## src/rtl/ipv_pkg.sv

```systemverilog
// constants for the priority, vector base and fast interrupt block
// assumes a 16-bit register view carried on a 32-bit apb data bus
package ipv_pkg;
  localparam int DATA_W = 32;
  localparam int REG_W = 16;
  localparam int ADDR_LSB = 2;
  localparam int IDX_W = 6;
  localparam int NUM_REQ = 8;

  // register indices; byte address is four times the index
  localparam logic [IDX_W-1:0] IDX_PRIO_NINE = 6'h09;
  localparam logic [IDX_W-1:0] IDX_VEC_BASE = 6'h0A;
  localparam logic [IDX_W-1:0] IDX_F0_SELECT = 6'h0B;
  localparam logic [IDX_W-1:0] IDX_F0_ADDR_LOW = 6'h0C;
  localparam logic [IDX_W-1:0] IDX_F0_ADDR_HIGH = 6'h0D;
  localparam logic [IDX_W-1:0] IDX_F1_SELECT = 6'h0E;
  localparam logic [IDX_W-1:0] IDX_F1_ADDR_LOW = 6'h0F;
  localparam logic [IDX_W-1:0] IDX_F1_ADDR_HIGH = 6'h10;

  // field layout
  localparam int LEVEL_W = 2;
  localparam int FIELD_POS_TOP = 14;
  localparam int BASE_W = 13;
  localparam int VECNUM_W = 7;
  localparam int FAST_HI_W = 5;
  localparam int FAST_LO_W = 16;
  localparam int VAB_W = 21;
  localparam int RANK_W = 4;

  // level field encodings
  localparam logic [LEVEL_W-1:0] LEVEL_OFF = 2'h0;
  localparam logic [LEVEL_W-1:0] LEVEL_0 = 2'h1;
  localparam logic [LEVEL_W-1:0] LEVEL_1 = 2'h2;
  localparam logic [LEVEL_W-1:0] LEVEL_2 = 2'h3;

  // reset values
  localparam logic [REG_W-1:0] PRIO_RESET = 16'h0000;
  localparam logic [BASE_W-1:0] BASE_RESET = 13'h0000;
  localparam logic [VECNUM_W-1:0] SELECT_RESET = 7'h00;
  localparam logic [FAST_LO_W-1:0] ADDR_LOW_RESET = 16'h0000;
  localparam logic [FAST_HI_W-1:0] ADDR_HIGH_RESET = 5'h00;
  localparam logic [VAB_W-1:0] VAB_RESET = 21'h000000;
endpackage

```

## src/rtl/ipv_arbiter.sv

```systemverilog
// combinational winner pick among the peripheral requests
// assumes requests and level fields come from logic on the same clock
`timescale 1ns/1ns
module ipv_arbiter #(
  parameter int N = ipv_pkg::NUM_REQ,
  parameter int IW = $clog2(N)
)
(
  input wire logic [N-1:0] reqPending,
  input wire logic [2*N-1:0] reqLevel,
  input wire logic [N-1:0] fast0Hit,
  input wire logic [N-1:0] fast1Hit,
  output logic winValid,
  output logic [IW-1:0] winIndex,
  output logic [ipv_pkg::LEVEL_W-1:0] winLevel,
  output logic winFast0,
  output logic winFast1
);
  logic [ipv_pkg::RANK_W-1:0] rank [N];

  genvar g;
  generate
    for (g = 0; g < N; g++)
    begin : g_rank
      logic [ipv_pkg::LEVEL_W-1:0] lvl;
      logic active;
      assign lvl = reqLevel[2*g +: ipv_pkg::LEVEL_W];
      assign active = reqPending[g] && (lvl != ipv_pkg::LEVEL_OFF);
      // fast bits sit above the level so a fast request beats plain level 2
      assign rank[g] = active ? {fast0Hit[g], fast1Hit[g], lvl} : '0;
    end
  endgenerate

  always_comb
  begin
    logic [ipv_pkg::RANK_W-1:0] best;
    best = '0;
    winIndex = '0;
    for (int i = 0; i < N; i++)
    begin
      // strict compare keeps the lowest vector on a tie
      if (rank[i] > best)
      begin
        best = rank[i];
        winIndex = IW'(i);
      end
    end
    winValid = (best != '0);
    winFast0 = best[3];
    winFast1 = best[3:2] == 2'h1;
    winLevel = best[1:0];
  end
endmodule // ipv_arbiter

```

## src/rtl/ipv_irq_vector.sv

```systemverilog
// priority fields, vector base, fast interrupt selects and vector output
// assumes apb master on the same clock and request levels held until serviced
`timescale 1ns/1ns
// Function
// field codes: off, level 0, 1, 2
// sources reset disabled, levels 0 to 2
// pwm fault and reload fields in 15:8
// adc zero-cross and done fields in 7:0
// base forms upper 13 vector bits
// low eight bits from winning request
// base bits 15:13 read zero
// fast 0 select holds vector number
// fast interrupt drives handler address directly
// software sets fast requests to level 2
// fast request beats other level 2
// fast 0 served before fast 1
// fast 0 address is 16 plus 5 bits
// fast 0 high bits 15:5 read zero
// fast 0 select bits 15:7 read zero
// fast 1 select at index 0xE
// fast 1 address is 21 bits too
// highest level wins, ties by vector
module ipv_irq_vector #(
  parameter int ADDR_W = 8,
  parameter logic [ipv_pkg::VECNUM_W-1:0] FIRST_VECTOR = 7'h10
)
(
  input wire logic clock,
  input wire logic reset,
  input wire logic psel,
  input wire logic penable,
  input wire logic pwrite,
  input wire logic [ADDR_W-1:0] paddr,
  input wire logic [ipv_pkg::DATA_W-1:0] pwdata,
  input wire logic [3:0] pstrb,
  output logic [ipv_pkg::DATA_W-1:0] prdata,
  output logic pready,
  output logic pslverr,
  input wire logic pwmAFault,
  input wire logic pwmBFault,
  input wire logic pwmAReload,
  input wire logic pwmBReload,
  input wire logic adcAZeroCross,
  input wire logic adcBZeroCross,
  input wire logic adcADone,
  input wire logic adcBDone,
  output logic irqRequest,
  output logic [ipv_pkg::LEVEL_W-1:0] irqLevel,
  output logic fastTaken,
  output logic [ipv_pkg::VAB_W-1:0] vectorAddressBus
);
  localparam int N = ipv_pkg::NUM_REQ;
  localparam int IW = $clog2(N);

  logic [ipv_pkg::REG_W-1:0] peripheralPriorityNine;
  logic [ipv_pkg::BASE_W-1:0] vectorTableBase;
  logic [ipv_pkg::VECNUM_W-1:0] fastIrq0Select;
  logic [ipv_pkg::FAST_LO_W-1:0] fastIrq0AddrLow;
  logic [ipv_pkg::FAST_HI_W-1:0] fastIrq0AddrHigh;
  logic [ipv_pkg::VECNUM_W-1:0] fastIrq1Select;
  logic [ipv_pkg::FAST_LO_W-1:0] fastIrq1AddrLow;
  logic [ipv_pkg::FAST_HI_W-1:0] fastIrq1AddrHigh;

  localparam int IDX_W_L = ipv_pkg::IDX_W;
  logic [IDX_W_L-1:0] regIndex;
  logic setupPhase;
  logic writeAccess;
  logic indexMapped;
  logic [ipv_pkg::REG_W-1:0] readValue;

  logic [N-1:0] reqPending;
  logic [2*N-1:0] reqLevel;
  logic [N-1:0] fast0Hit;
  logic [N-1:0] fast1Hit;
  logic [N-1:0] reqEnabled;
  logic [ipv_pkg::VECNUM_W-1:0] reqVector [N];
  logic winValid;
  logic [IW-1:0] winIndex;
  logic [ipv_pkg::LEVEL_W-1:0] winLevel;
  logic winFast0;
  logic winFast1;
  logic [ipv_pkg::VAB_W-1:0] next_vectorAddressBus;
  logic [ipv_pkg::VECNUM_W-1:0] winVector;

  // merge a 16-bit register value with the enabled low byte lanes
  function automatic logic [ipv_pkg::REG_W-1:0] merge16(
    input logic [ipv_pkg::REG_W-1:0] old,
    input logic [ipv_pkg::DATA_W-1:0] wdata,
    input logic [3:0] strb
  );
    logic [ipv_pkg::REG_W-1:0] res;
    res = old;
    if (strb[0])
      res[7:0] = wdata[7:0];
    if (strb[1])
      res[15:8] = wdata[15:8];
    return res;
  endfunction

  // apb decode
  assign regIndex = paddr[ipv_pkg::ADDR_LSB +: IDX_W_L];
  assign setupPhase = psel && !penable;
  assign writeAccess = psel && penable && pready && pwrite;
  // zero-wait slave: every access completes in its first access cycle
  assign pready = 1'b1;

  always_comb
  begin
    indexMapped = 1'b1;
    readValue = '0;
    case (regIndex)
      ipv_pkg::IDX_PRIO_NINE: readValue = peripheralPriorityNine;
      ipv_pkg::IDX_VEC_BASE: readValue = {3'h0, vectorTableBase};
      ipv_pkg::IDX_F0_SELECT: readValue = {9'h000, fastIrq0Select};
      ipv_pkg::IDX_F0_ADDR_LOW: readValue = fastIrq0AddrLow;
      ipv_pkg::IDX_F0_ADDR_HIGH: readValue = {11'h000, fastIrq0AddrHigh};
      ipv_pkg::IDX_F1_SELECT: readValue = {9'h000, fastIrq1Select};
      ipv_pkg::IDX_F1_ADDR_LOW: readValue = fastIrq1AddrLow;
      ipv_pkg::IDX_F1_ADDR_HIGH: readValue = {11'h000, fastIrq1AddrHigh};
      default: indexMapped = 1'b0;
    endcase
  end

  // read data and error are captured in setup so they come from flops
  always_ff @(posedge clock or posedge reset)
  begin
    if (reset)
    begin
      prdata <= '0;
      pslverr <= 1'b0;
    end
    else if (setupPhase)
    begin
      prdata <= pwrite ? '0 : {16'h0000, readValue};
      pslverr <= !indexMapped;
    end
  end

  always_ff @(posedge clock or posedge reset)
  begin
    if (reset)
      peripheralPriorityNine <= ipv_pkg::PRIO_RESET;
    else if (writeAccess && regIndex == ipv_pkg::IDX_PRIO_NINE)
      peripheralPriorityNine <= merge16(peripheralPriorityNine, pwdata, pstrb);
  end

  always_ff @(posedge clock or posedge reset)
  begin
    if (reset)
      vectorTableBase <= ipv_pkg::BASE_RESET;
    else if (writeAccess && regIndex == ipv_pkg::IDX_VEC_BASE)
      vectorTableBase <= 13'(merge16({3'h0, vectorTableBase}, pwdata, pstrb));
  end

  always_ff @(posedge clock or posedge reset)
  begin
    if (reset)
    begin
      fastIrq0Select <= ipv_pkg::SELECT_RESET;
      fastIrq0AddrLow <= ipv_pkg::ADDR_LOW_RESET;
      fastIrq0AddrHigh <= ipv_pkg::ADDR_HIGH_RESET;
    end
    else if (writeAccess)
    begin
      // reserved bits have no flops, so writes to them are simply lost
      if (regIndex == ipv_pkg::IDX_F0_SELECT)
        fastIrq0Select <= 7'(merge16({9'h000, fastIrq0Select}, pwdata, pstrb));
      if (regIndex == ipv_pkg::IDX_F0_ADDR_LOW)
        fastIrq0AddrLow <= merge16(fastIrq0AddrLow, pwdata, pstrb);
      if (regIndex == ipv_pkg::IDX_F0_ADDR_HIGH)
        fastIrq0AddrHigh <= 5'(merge16({11'h000, fastIrq0AddrHigh}, pwdata, pstrb));
    end
  end

  always_ff @(posedge clock or posedge reset)
  begin
    if (reset)
    begin
      fastIrq1Select <= ipv_pkg::SELECT_RESET;
      fastIrq1AddrLow <= ipv_pkg::ADDR_LOW_RESET;
      fastIrq1AddrHigh <= ipv_pkg::ADDR_HIGH_RESET;
    end
    else if (writeAccess)
    begin
      if (regIndex == ipv_pkg::IDX_F1_SELECT)
        fastIrq1Select <= 7'(merge16({9'h000, fastIrq1Select}, pwdata, pstrb));
      if (regIndex == ipv_pkg::IDX_F1_ADDR_LOW)
        fastIrq1AddrLow <= merge16(fastIrq1AddrLow, pwdata, pstrb);
      if (regIndex == ipv_pkg::IDX_F1_ADDR_HIGH)
        fastIrq1AddrHigh <= 5'(merge16({11'h000, fastIrq1AddrHigh}, pwdata, pstrb));
    end
  end

  // request order matches field order, top field first
  assign reqPending = {adcBDone, adcADone, adcBZeroCross, adcAZeroCross,
                       pwmBReload, pwmAReload, pwmBFault, pwmAFault};

  genvar g;
  generate
    for (g = 0; g < N; g++)
    begin : g_req
      // request g reads the field 2*g bits below the top one
      assign reqLevel[2*g +: ipv_pkg::LEVEL_W] =
        peripheralPriorityNine[ipv_pkg::FIELD_POS_TOP - 2*g +: ipv_pkg::LEVEL_W];
      assign reqVector[g] = FIRST_VECTOR + ipv_pkg::VECNUM_W'(g);
      assign fast0Hit[g] = (reqVector[g] == fastIrq0Select);
      assign fast1Hit[g] = (reqVector[g] == fastIrq1Select);
      assign reqEnabled[g] = (reqLevel[2*g +: ipv_pkg::LEVEL_W] != ipv_pkg::LEVEL_OFF);

    end
  endgenerate

  ipv_arbiter #(
    .N(N),
    .IW(IW)
  ) u_arbiter (
    .reqPending(reqPending),
    .reqLevel(reqLevel),
    .fast0Hit(fast0Hit),
    .fast1Hit(fast1Hit),
    .winValid(winValid),
    .winIndex(winIndex),
    .winLevel(winLevel),
    .winFast0(winFast0),
    .winFast1(winFast1)
  );

  assign winVector = reqVector[winIndex];

  always_comb
  begin
    if (winFast0)
      next_vectorAddressBus = {fastIrq0AddrHigh, fastIrq0AddrLow};
    else if (winFast1)
      next_vectorAddressBus = {fastIrq1AddrHigh, fastIrq1AddrLow};
    else if (winValid)
      // two table words per vector, so the number sits one bit up
      next_vectorAddressBus = {vectorTableBase, winVector, 1'b0};
    else
      next_vectorAddressBus = {vectorTableBase, 8'h00};
  end

  // one registered stage toward the core; follows the requests every cycle
  always_ff @(posedge clock or posedge reset)
  begin
    if (reset)
    begin
      irqRequest <= 1'b0;
      irqLevel <= ipv_pkg::LEVEL_OFF;
      fastTaken <= 1'b0;
      vectorAddressBus <= ipv_pkg::VAB_RESET;
    end
    else
    begin
      irqRequest <= winValid;
      irqLevel <= winLevel;
      fastTaken <= winFast0 || winFast1;
      vectorAddressBus <= next_vectorAddressBus;
    end
  end
endmodule // ipv_irq_vector

```

## config.mk

```make
export PLATFORM = sky130hd
export DESIGN_NAME = ipv_irq_vector
export DESIGN_NICKNAME = d
export VERILOG_FILES = /design/src/rtl/ipv_pkg.sv /design/src/rtl/ipv_arbiter.sv /design/src/rtl/ipv_irq_vector.sv
export SDC_FILE = /design/constraint.sdc
export NUM_CORES = 1
export LEC_CHECK = 0
export ABC_AREA = 0
export ABC_CLOCK_PERIOD_IN_PS = 11200
export BUFFER_PORTS_ARGS = -buffer_cell sky130_fd_sc_hd__buf_4
export CAP_MARGIN = 20
export CORE_MARGIN = 3
export CORE_UTILIZATION = 52
export DETAILED_ROUTE_END_ITERATION = 16
export GPL_TIMING_DRIVEN = 1
export PLACE_DENSITY = 0.77
export SYNTH_ARGS = -nofsm -noshare
export SYNTH_HDL_FRONTEND = slang
export SYNTH_HIERARCHICAL = 1
export SYNTH_SLANG_ARGS = --single-unit
```

## constraint.sdc

```tcl
create_clock -name clock -period 11.2 [get_ports clock]
set_input_delay 1.68 -clock clock [delete_from_list [all_inputs] [get_ports clock]]
set_output_delay 1.68 -clock clock [all_outputs]
set_load 0.01 [all_outputs]
```

==> results of run 1 <==
layout make-up:
type	instances	share of cell area
multi-input cells	522	0.453
flip-flops and latches	127	0.313
repair buffers	179	0.146
clock buffers	18	0.0423
well taps	180	0.0222
clock inverters	14	0.0164
inverters	16	0.00666
critical path: cells and delay by family:
family / cells / cell delay [ns]
compound gates: 22 / 3.98
fa+ha+maj: 8 / 2.07
buf+inv: 11 / 1.27
mux: 4 / 0.67
simple gates: 16 / 2.16
logic make-up (layout without fill, tap and decap cells):
family,Yosys count,in the layout,synth area share
flops,127,127,0.426
simple gates,199,199,0.141
mux,122,122,0.187
other cells,2,17,0.00101
buf+inv,57,227,0.0398
xor+xnor,1,1,0.00117
fa+ha+maj,22,22,0.0367
compound gates,161,161,0.167
cells in the mapped netlist (3+ instances only):
master,n
dfrtp_1,127
mux2_2,88
nand2_1,77
o21ai_0,39
nor2_1,34
mux2i_1,28
a21oi_1,26
ha_1,21
buf_4,17
inv_1,16
and3_1,13
clkbuf_1,11
nand2b_1,10
nand3_1,10
buf_2,9
o211a_1,9
o211ai_1,9
a22oi_1,8
nor2b_1,8
a221oi_1,7
a211oi_1,6
and2_1,6
nor2_2,6
nor3_1,6
a21boi_0,5
mux4_2,5
o21a_1,5
nor4b_1,4
o211ai_2,4
a2bb2oi_1,3
a31oi_1,3
buf_1,3
nand4_1,3
sequential cells by signal (all words and copies together) (netlist names):
name,flops
vectorAddressBus,21
fastIrq0AddrLow,16
fastIrq1AddrLow,16
peripheralPriorityNine,16
prdata,16
vectorTableBase,13
fastIrq0Select,7
fastIrq1Select,7
fastIrq0AddrHigh,5
fastIrq1AddrHigh,5
irqLevel,2
fastTaken,1
irqRequest,1
pslverr,1
placed cells by master (no fill, tap or decap), drive strengths merged, types with 10 or more instances in the layout:
master / netlist / layout
buf: 30 / 178
and3: 14 / 14
clkbuf: 11 / 19
mux2i: 29 / 29
inv: 16 / 17
nand2b: 10 / 10
nand3: 10 / 10
nand2: 78 / 78
a22oi: 10 / 10
mux2: 88 / 88
a21oi: 26 / 26
o211ai: 14 / 14
ha: 21 / 21
o21ai: 42 / 42
dfrtp: 127 / 127
nor2: 40 / 40
conb: 2 / 17
stage by stage:
step / worst slack (ns) / utilization / std cells / total power [uW]
after floorplan: -0.00107 / - / 706 / 625
after global placement: -0.433 / 0.629 / 993 / 723
after detailed placement: -0.761 / 0.629 / 993 / 730
after CTS: -0.100 / 0.696 / 1042 / 1310
after global routing: -0.810 / 0.728 / 1056 / 1410
final: -0.326 / 0.728 / 1056 / 1370
power by group through the flow:
stage | Clock, uW | Combinational [uW] | Sequential [uW]
4_1_cts | 554 | 265 | 492
2_1_floorplan | 0 | 124 | 501
5_1_grt | 580 | 336 | 494
6_report | 557 | 315 | 493
3_5_place_dp | 0 | 231 | 499
3_3_place_gp | 0 | 224 | 498
metal layers:
| layer | vias to the layer above | global-route usage | part of all wire |
|---|---|---|---|
| li1 | 2890 | - | - |
| met1 | 3342 | 0.334 | 0.39 |
| met2 | 335 | 0.463 | 0.49 |
| met3 | 88 | 0.0632 | 0.073 |
| met4 | 0 | 0.117 | 0.043 |
| met5 | - | 0 | 0 |
what timing repair did:
| item | in CTS | in global routing |
|---|---|---|
| buffers inserted | 15 | 13 |
| setup endpoints to repair | 22 | 25 |
| cloned | 2 | 1 |
| pin swaps | 38 | 34 |
| resized for setup | 52 | 62 |
how the worst min path moves through the flow:
stage	startpoint	to	slack, ns	cells past startpoint
3_5_place_dp	prdata[8]$_DFFE_PP0P_	prdata[8]$_DFFE_PP0P_	0.47	2
2_1_floorplan	fastIrq0AddrLow[11]$_DFFE_PP0P_	vectorAddressBus[11]$_DFF_PP0_	0.46	2
5_1_grt	prdata[12]$_DFFE_PP0P_	prdata[12]$_DFFE_PP0P_	0.50	2
6_report	prdata[7]$_DFFE_PP0P_	prdata[7]$_DFFE_PP0P_	0.48	2
3_3_place_gp	pslverr$_DFFE_PP0P_	pslverr$_DFFE_PP0P_	0.47	2
4_1_cts	prdata[9]$_DFFE_PP0P_	prdata[9]$_DFFE_PP0P_	0.49	2
==> summary.md, run 1 <==
| Metric | Value |
|---|---|
| Status | `finished with violations` |
| Failing checks | `negative setup slack` |
| Hold-fix buffers, CTS | `0` |
| Final period util | `1.03` |
| Initial DRT Pass Iterations | `5` |
| Flop pwr share | `0.361` |
| Setup crit start | `pwmBFault` |
| Gate power share | `0.231` |
| Fillers | `867` |
| Share of layout cells above drive strength 1 | `0.485` |
| Syn Inst Count | `691` |
| WL per Instance | `21.7 um` |
| Avg Inst Size Synth | `10.8 um2` |
| Clock network power share | `0.408` |
| Global-route wire length before repair | `34.4 mm` |
| Internal Power | `989 uW` |
| Flip-flop and latch area | `3180 um2` |
| Fin Hold WS | `0.484 ns` |
| Max VDD drop | `0.0924 mV` |
| Post-synth top area share | `0.426` |
| R2R cell count | `61` |
| Top_reg_cell synth | `dfrtp_1` |
| Buffers on Ports | `78` |
| Initial DRC count | `599` |
| R2R Path End | `vectorAddressBus[17]$_DFF_PP0_` |
| Die height | `126 um` |
| Fin crit period | `11.53 ns` |
| ANT cells | `0` |
| Max-Slew Margin vs Limit | `0.339` |
| Slew at the pin with the worst max-slew slack | `0.992 ns` |
| Placed Area | `8760 um2` |
| Number of synthesized flops with an enable pin | `0` |
| Seq/Total Area, Yosys | `0.426` |
| Asr flop ratio synth | `1.00` |
| Area of the multi-input gates | `4600 um2` |
| Switching share of total power | `0.276` |
| Num CTS Buffers | `17` |
| Area contributors post-synth | `dfrtp_1, mux2_2, nand2_1` |
| Final Hold Viols | `0` |
| Sw power | `376 uW` |
| CP endpoint | `vectorAddressBus[17]$_DFF_PP0_` |
| Root Driver | `clkbuf_16` |
| Grt total ovfl | `0` |
| Die area | `15800 um2` |
| Routability cong. | `0.870` |
| Final Cell Area | `10100 um2` |
| Core Footprint | `13900 um2` |
| Slowest CP cell | `or3_4` |
| Io pins | `116` |
| Final wirelength | `22.9 mm` |
| Skew final | `0.00740 ns` |
| Leakage | `0.00485 uW` |
| Antenna violations before repair | `0` |
| Post-DRT Antenna Nets | `0` |
| Final setup vio count | `22` |
| Distinct cell type count after synthesis | `84` |
| Post-layout net count | `941` |
| CTS tree | `built` |
| Startpoint Class | `input port` |
| Area growth from synthesis to layout | `36.1%` |
| Crit path DAT | `11.83 ns` |
| Syn. warnings | `6` |
| Max Cap Violations | `0` |
| Die span in x | `126 um` |
| Worst-Skew Late Latency | `0.42 ns` |
| CTS H-tree lvls | `4` |
| FMAX | `0.0868 GHz` |
| Flop-to-flop setup slack | `-0.11 ns` |
| CTS clk-pin slew, worst paths | `0.06 ns` |
| RSZ-0062 raised after global routing | `true` |
| DR vias | `6655` |
| CP peak stage delay | `0.40 ns` |
| Yosys top cell by area | `dfrtp_1` |
| Worst Hold Class | `reg -> reg` |
| Crit path max fanout | `6` |
| CTS max path bufs | `2` |
| Initial Util | `0.535` |
| GRT Total Usage | `0.273` |
| Flops & latches, synth | `127` |
| Pin count of the biggest net entering global routing | `80` |
| Number of global-route vias before repair | `6598` |
| Critical Path RT | `11.50 ns` |
| DP HPWL | `14.8 mm` |
| Final Max Tran Viols | `0` |
| Setup TNS | `-5.57 ns` |
| Via/cell ratio | `6.30` |
| Setup WS post-layout | `-0.326 ns` |
| Critical path class | `in -> reg` |
| P per Cell Area | `135 nW/um2` |
| Core Rows | `43` |
| Reg2reg start | `fastIrq0Select[6]$_DFFE_PP0P_` |
| Mapped cell area | `7460 um2` |
| Worst Setup End Kind | `flip-flop` |
| DRC viols | `0` |
| Clock Sinks | `127` |
(Power assumes the default switching activity.)
==> run 2, diff against run 1 <==
==> constraint.sdc (replaced) <==
create_clock -name clock -period 11.2 [get_ports clock]
set_input_delay 0.56 -clock clock [delete_from_list [all_inputs] [get_ports clock]]
set_output_delay 0.56 -clock clock [all_outputs]
set_load 0.01 [all_outputs]
==> run 2 against run 1 <==
Compared with the run above: the flow now finishes without violations; sequential cell count unchanged; non-clock buffer count down 51; cell count down 5.3%; critical endpoint is now vectorAddressBus[10]$_DFF_PP0_; register-to-register slack better by 0.16 ns; sequential share of layout area up 2.3 points; worst setup slack better by 0.38 ns; clock power down 13%; global-route usage down 2.0 points; clock-buffer cell count up 8.
==> summary.md, run 2 (synthesized netlist as in run 1, its figures left out) <==
| Metric | Value |
|---|---|
| Status | `finished, final reports clean` |
| Critical Path RT | `11.49 ns` |
| Root Driver | `clkbuf_16` |
| DRC viols | `0` |
| Initial DRC count | `549` |
| GRT Total Usage | `0.252` |
| Max Cap Violations | `0` |
| Die area | `15800 um2` |
| Routability cong. | `0.889` |
| CTS tree | `built` |
| Critical path class | `reg -> reg` |
| Final period util | `0.996` |
| Grt total ovfl | `0` |
| Setup TNS | `0 ns` |
| Initial DRT Pass Iterations | `7` |
| Commonest non-fill, non-tap cells in the layout | `dfrtp_1, buf_4, mux2_2` |
| Final Max Tran Viols | `0` |
| Most used cell, CP | `ha_4` |
| ANT cells | `0` |
| Area growth from synthesis to layout | `26.9%` |
| Final setup vio count | `0` |
| Die height | `126 um` |
| P per Cell Area | `130 nW/um2` |
| Flop-to-flop setup slack | `0.05 ns` |
| R2R cell count | `55` |
| DP HPWL | `14.4 mm` |
| Initial Util | `0.535` |
| Number of global-route vias before repair | `6195` |
| Buffers on Ports | `78` |
| Via/cell ratio | `6.30` |
| Core Rows | `43` |
| Slew at the pin with the worst max-slew slack | `1.03 ns` |
| Fin crit period | `11.15 ns` |
| Leakage | `0.00453 uW` |
| CTS H-tree lvls | `4` |
| Place WS | `-0.216 ns` |
| Global-route wire length before repair | `31.9 mm` |
| Skew final | `0.00565 ns` |
| Reg2reg start | `fastIrq0Select[5]$_DFFE_PP0P_` |
| Share of layout cells above drive strength 1 | `0.421` |
| Max-Slew Margin vs Limit | `0.309` |
| Core Footprint | `13900 um2` |
| FMAX | `0.0897 GHz` |
| Num CTS Buffers | `17` |
| Final Hold Viols | `0` |
| Crit path max fanout | `6` |
| Worst Hold Class | `in -> async` |
| Final wirelength | `21.8 mm` |
| Startpoint Class | `flip-flop` |
| Antenna violations before repair | `0` |
| WL per Instance | `21.8 um` |
| Die span in x | `126 um` |
| Worst-Skew Late Latency | `0.42 ns` |
| CTS clk-pin slew, worst paths | `0.05 ns` |
| Max VDD drop | `0.0976 mV` |
| CP endpoint | `vectorAddressBus[10]$_DFF_PP0_` |
| Setup WS post-layout | `0.0494 ns` |
| Largest Register | `vectorAddressBus` |
| DR vias | `6296` |
| Most common cell after layout, fill and taps aside | `dfrtp_1` |
| CTS max path bufs | `2` |
| Pin count of the biggest net entering global routing | `87` |
| RSZ-0062 raised after global routing | `true` |
| CP peak stage delay | `0.41 ns` |
| Worst Setup End Kind | `flip-flop` |
| Largest register FFs | `21` |
| Setup crit start | `fastIrq0Select[5]$_DFFE_PP0P_` |
| Clock Sinks | `127` |
| Post-DRT Antenna Nets | `0` |
| R2R Path End | `vectorAddressBus[10]$_DFF_PP0_` |
| Crit path DAT | `11.44 ns` |
| Post-layout net count | `890` |
| Io pins | `116` |
| Slowest CP cell | `dfrtp_1` |
run 2: timing repair:
item                       in CTS  in global routing
buffers inserted                0                 13
pin swaps                       1                 28
setup endpoints to repair      22                 24
gates cloned                    0                  3
hold endpoints to repair        0                  0
gates resized for setup         6                 87
hold buffers                    0                  0
run 2: critical path: cells and delay by family (launching register included):
kind,cells,cell delay (ns)
AOI/OAI and AO/OA,24,4.20
and+or+nand+nor,14,2.74
adders and majority gates,8,2.15
muxes,4,0.92
buffers and inverters,5,0.59
DFF,1,0.41
run 2: cell type report:
| type | count | area (um2) |
|---|---|---|
| multi-input cells | 522 | 4430 |
| flip-flops and latches | 127 | 3180 |
| inverters | 16 | 62.6 |
| well taps | 180 | 225 |
| clock buffers | 26 | 509 |
| clock inverters | 1 | 5.00 |
| fillers | 974 | 4470 |
| repair buffers | 128 | 1060 |
run 2: how the worst min path moves through the flow:
stage,from,endpoint,slack [ns],depth (start not counted)
global placement,prdata[7]$_DFFE_PP0P_,prdata[7]$_DFFE_PP0P_,0.46,2
CTS,reset,fastIrq0AddrLow[9]$_DFFE_PP0P_,0.20,2
detailed placement,prdata[15]$_DFFE_PP0P_,prdata[15]$_DFFE_PP0P_,0.47,2
floorplan,fastIrq0AddrLow[11]$_DFFE_PP0P_,vectorAddressBus[11]$_DFF_PP0_,0.46,2
global route,reset,fastIrq0AddrLow[9]$_DFFE_PP0P_,0.23,2
finish,reset,fastIrq0AddrLow[9]$_DFFE_PP0P_,0.18,2
run 2: per-stage QoR:
stage	util	total power [uW]	cell area, um2	hold WS [ns]	std cells
finish	0.679	1230	9460	0.181	1000
global route	0.679	1270	9460	0.225	1000
CTS	0.640	1190	8920	0.199	983
detailed placement	0.601	715	8370	0.474	956
global placement	0.601	706	8370	0.463	956
floorplan	-	615	7510	0.459	706
run 2: where the power goes:
part           switching (uW)  internal [uW]  total [uW]  leakage (uW)
Sequential               14.0            479         493       0.00175
Combinational             133            120         253       0.00253
Clock                     179            305         484      0.000254
run 2: layer usage:
| metal | vias up | global-route usage | part of all wire |
|---|---|---|---|
| met4 | 0 | 0.107 | 0.036 |
| li1 | 2777 | - | - |
| met2 | 327 | 0.423 | 0.50 |
| met3 | 54 | 0.0628 | 0.074 |
| met1 | 3138 | 0.313 | 0.39 |
| met5 | - | 0 | 0 |
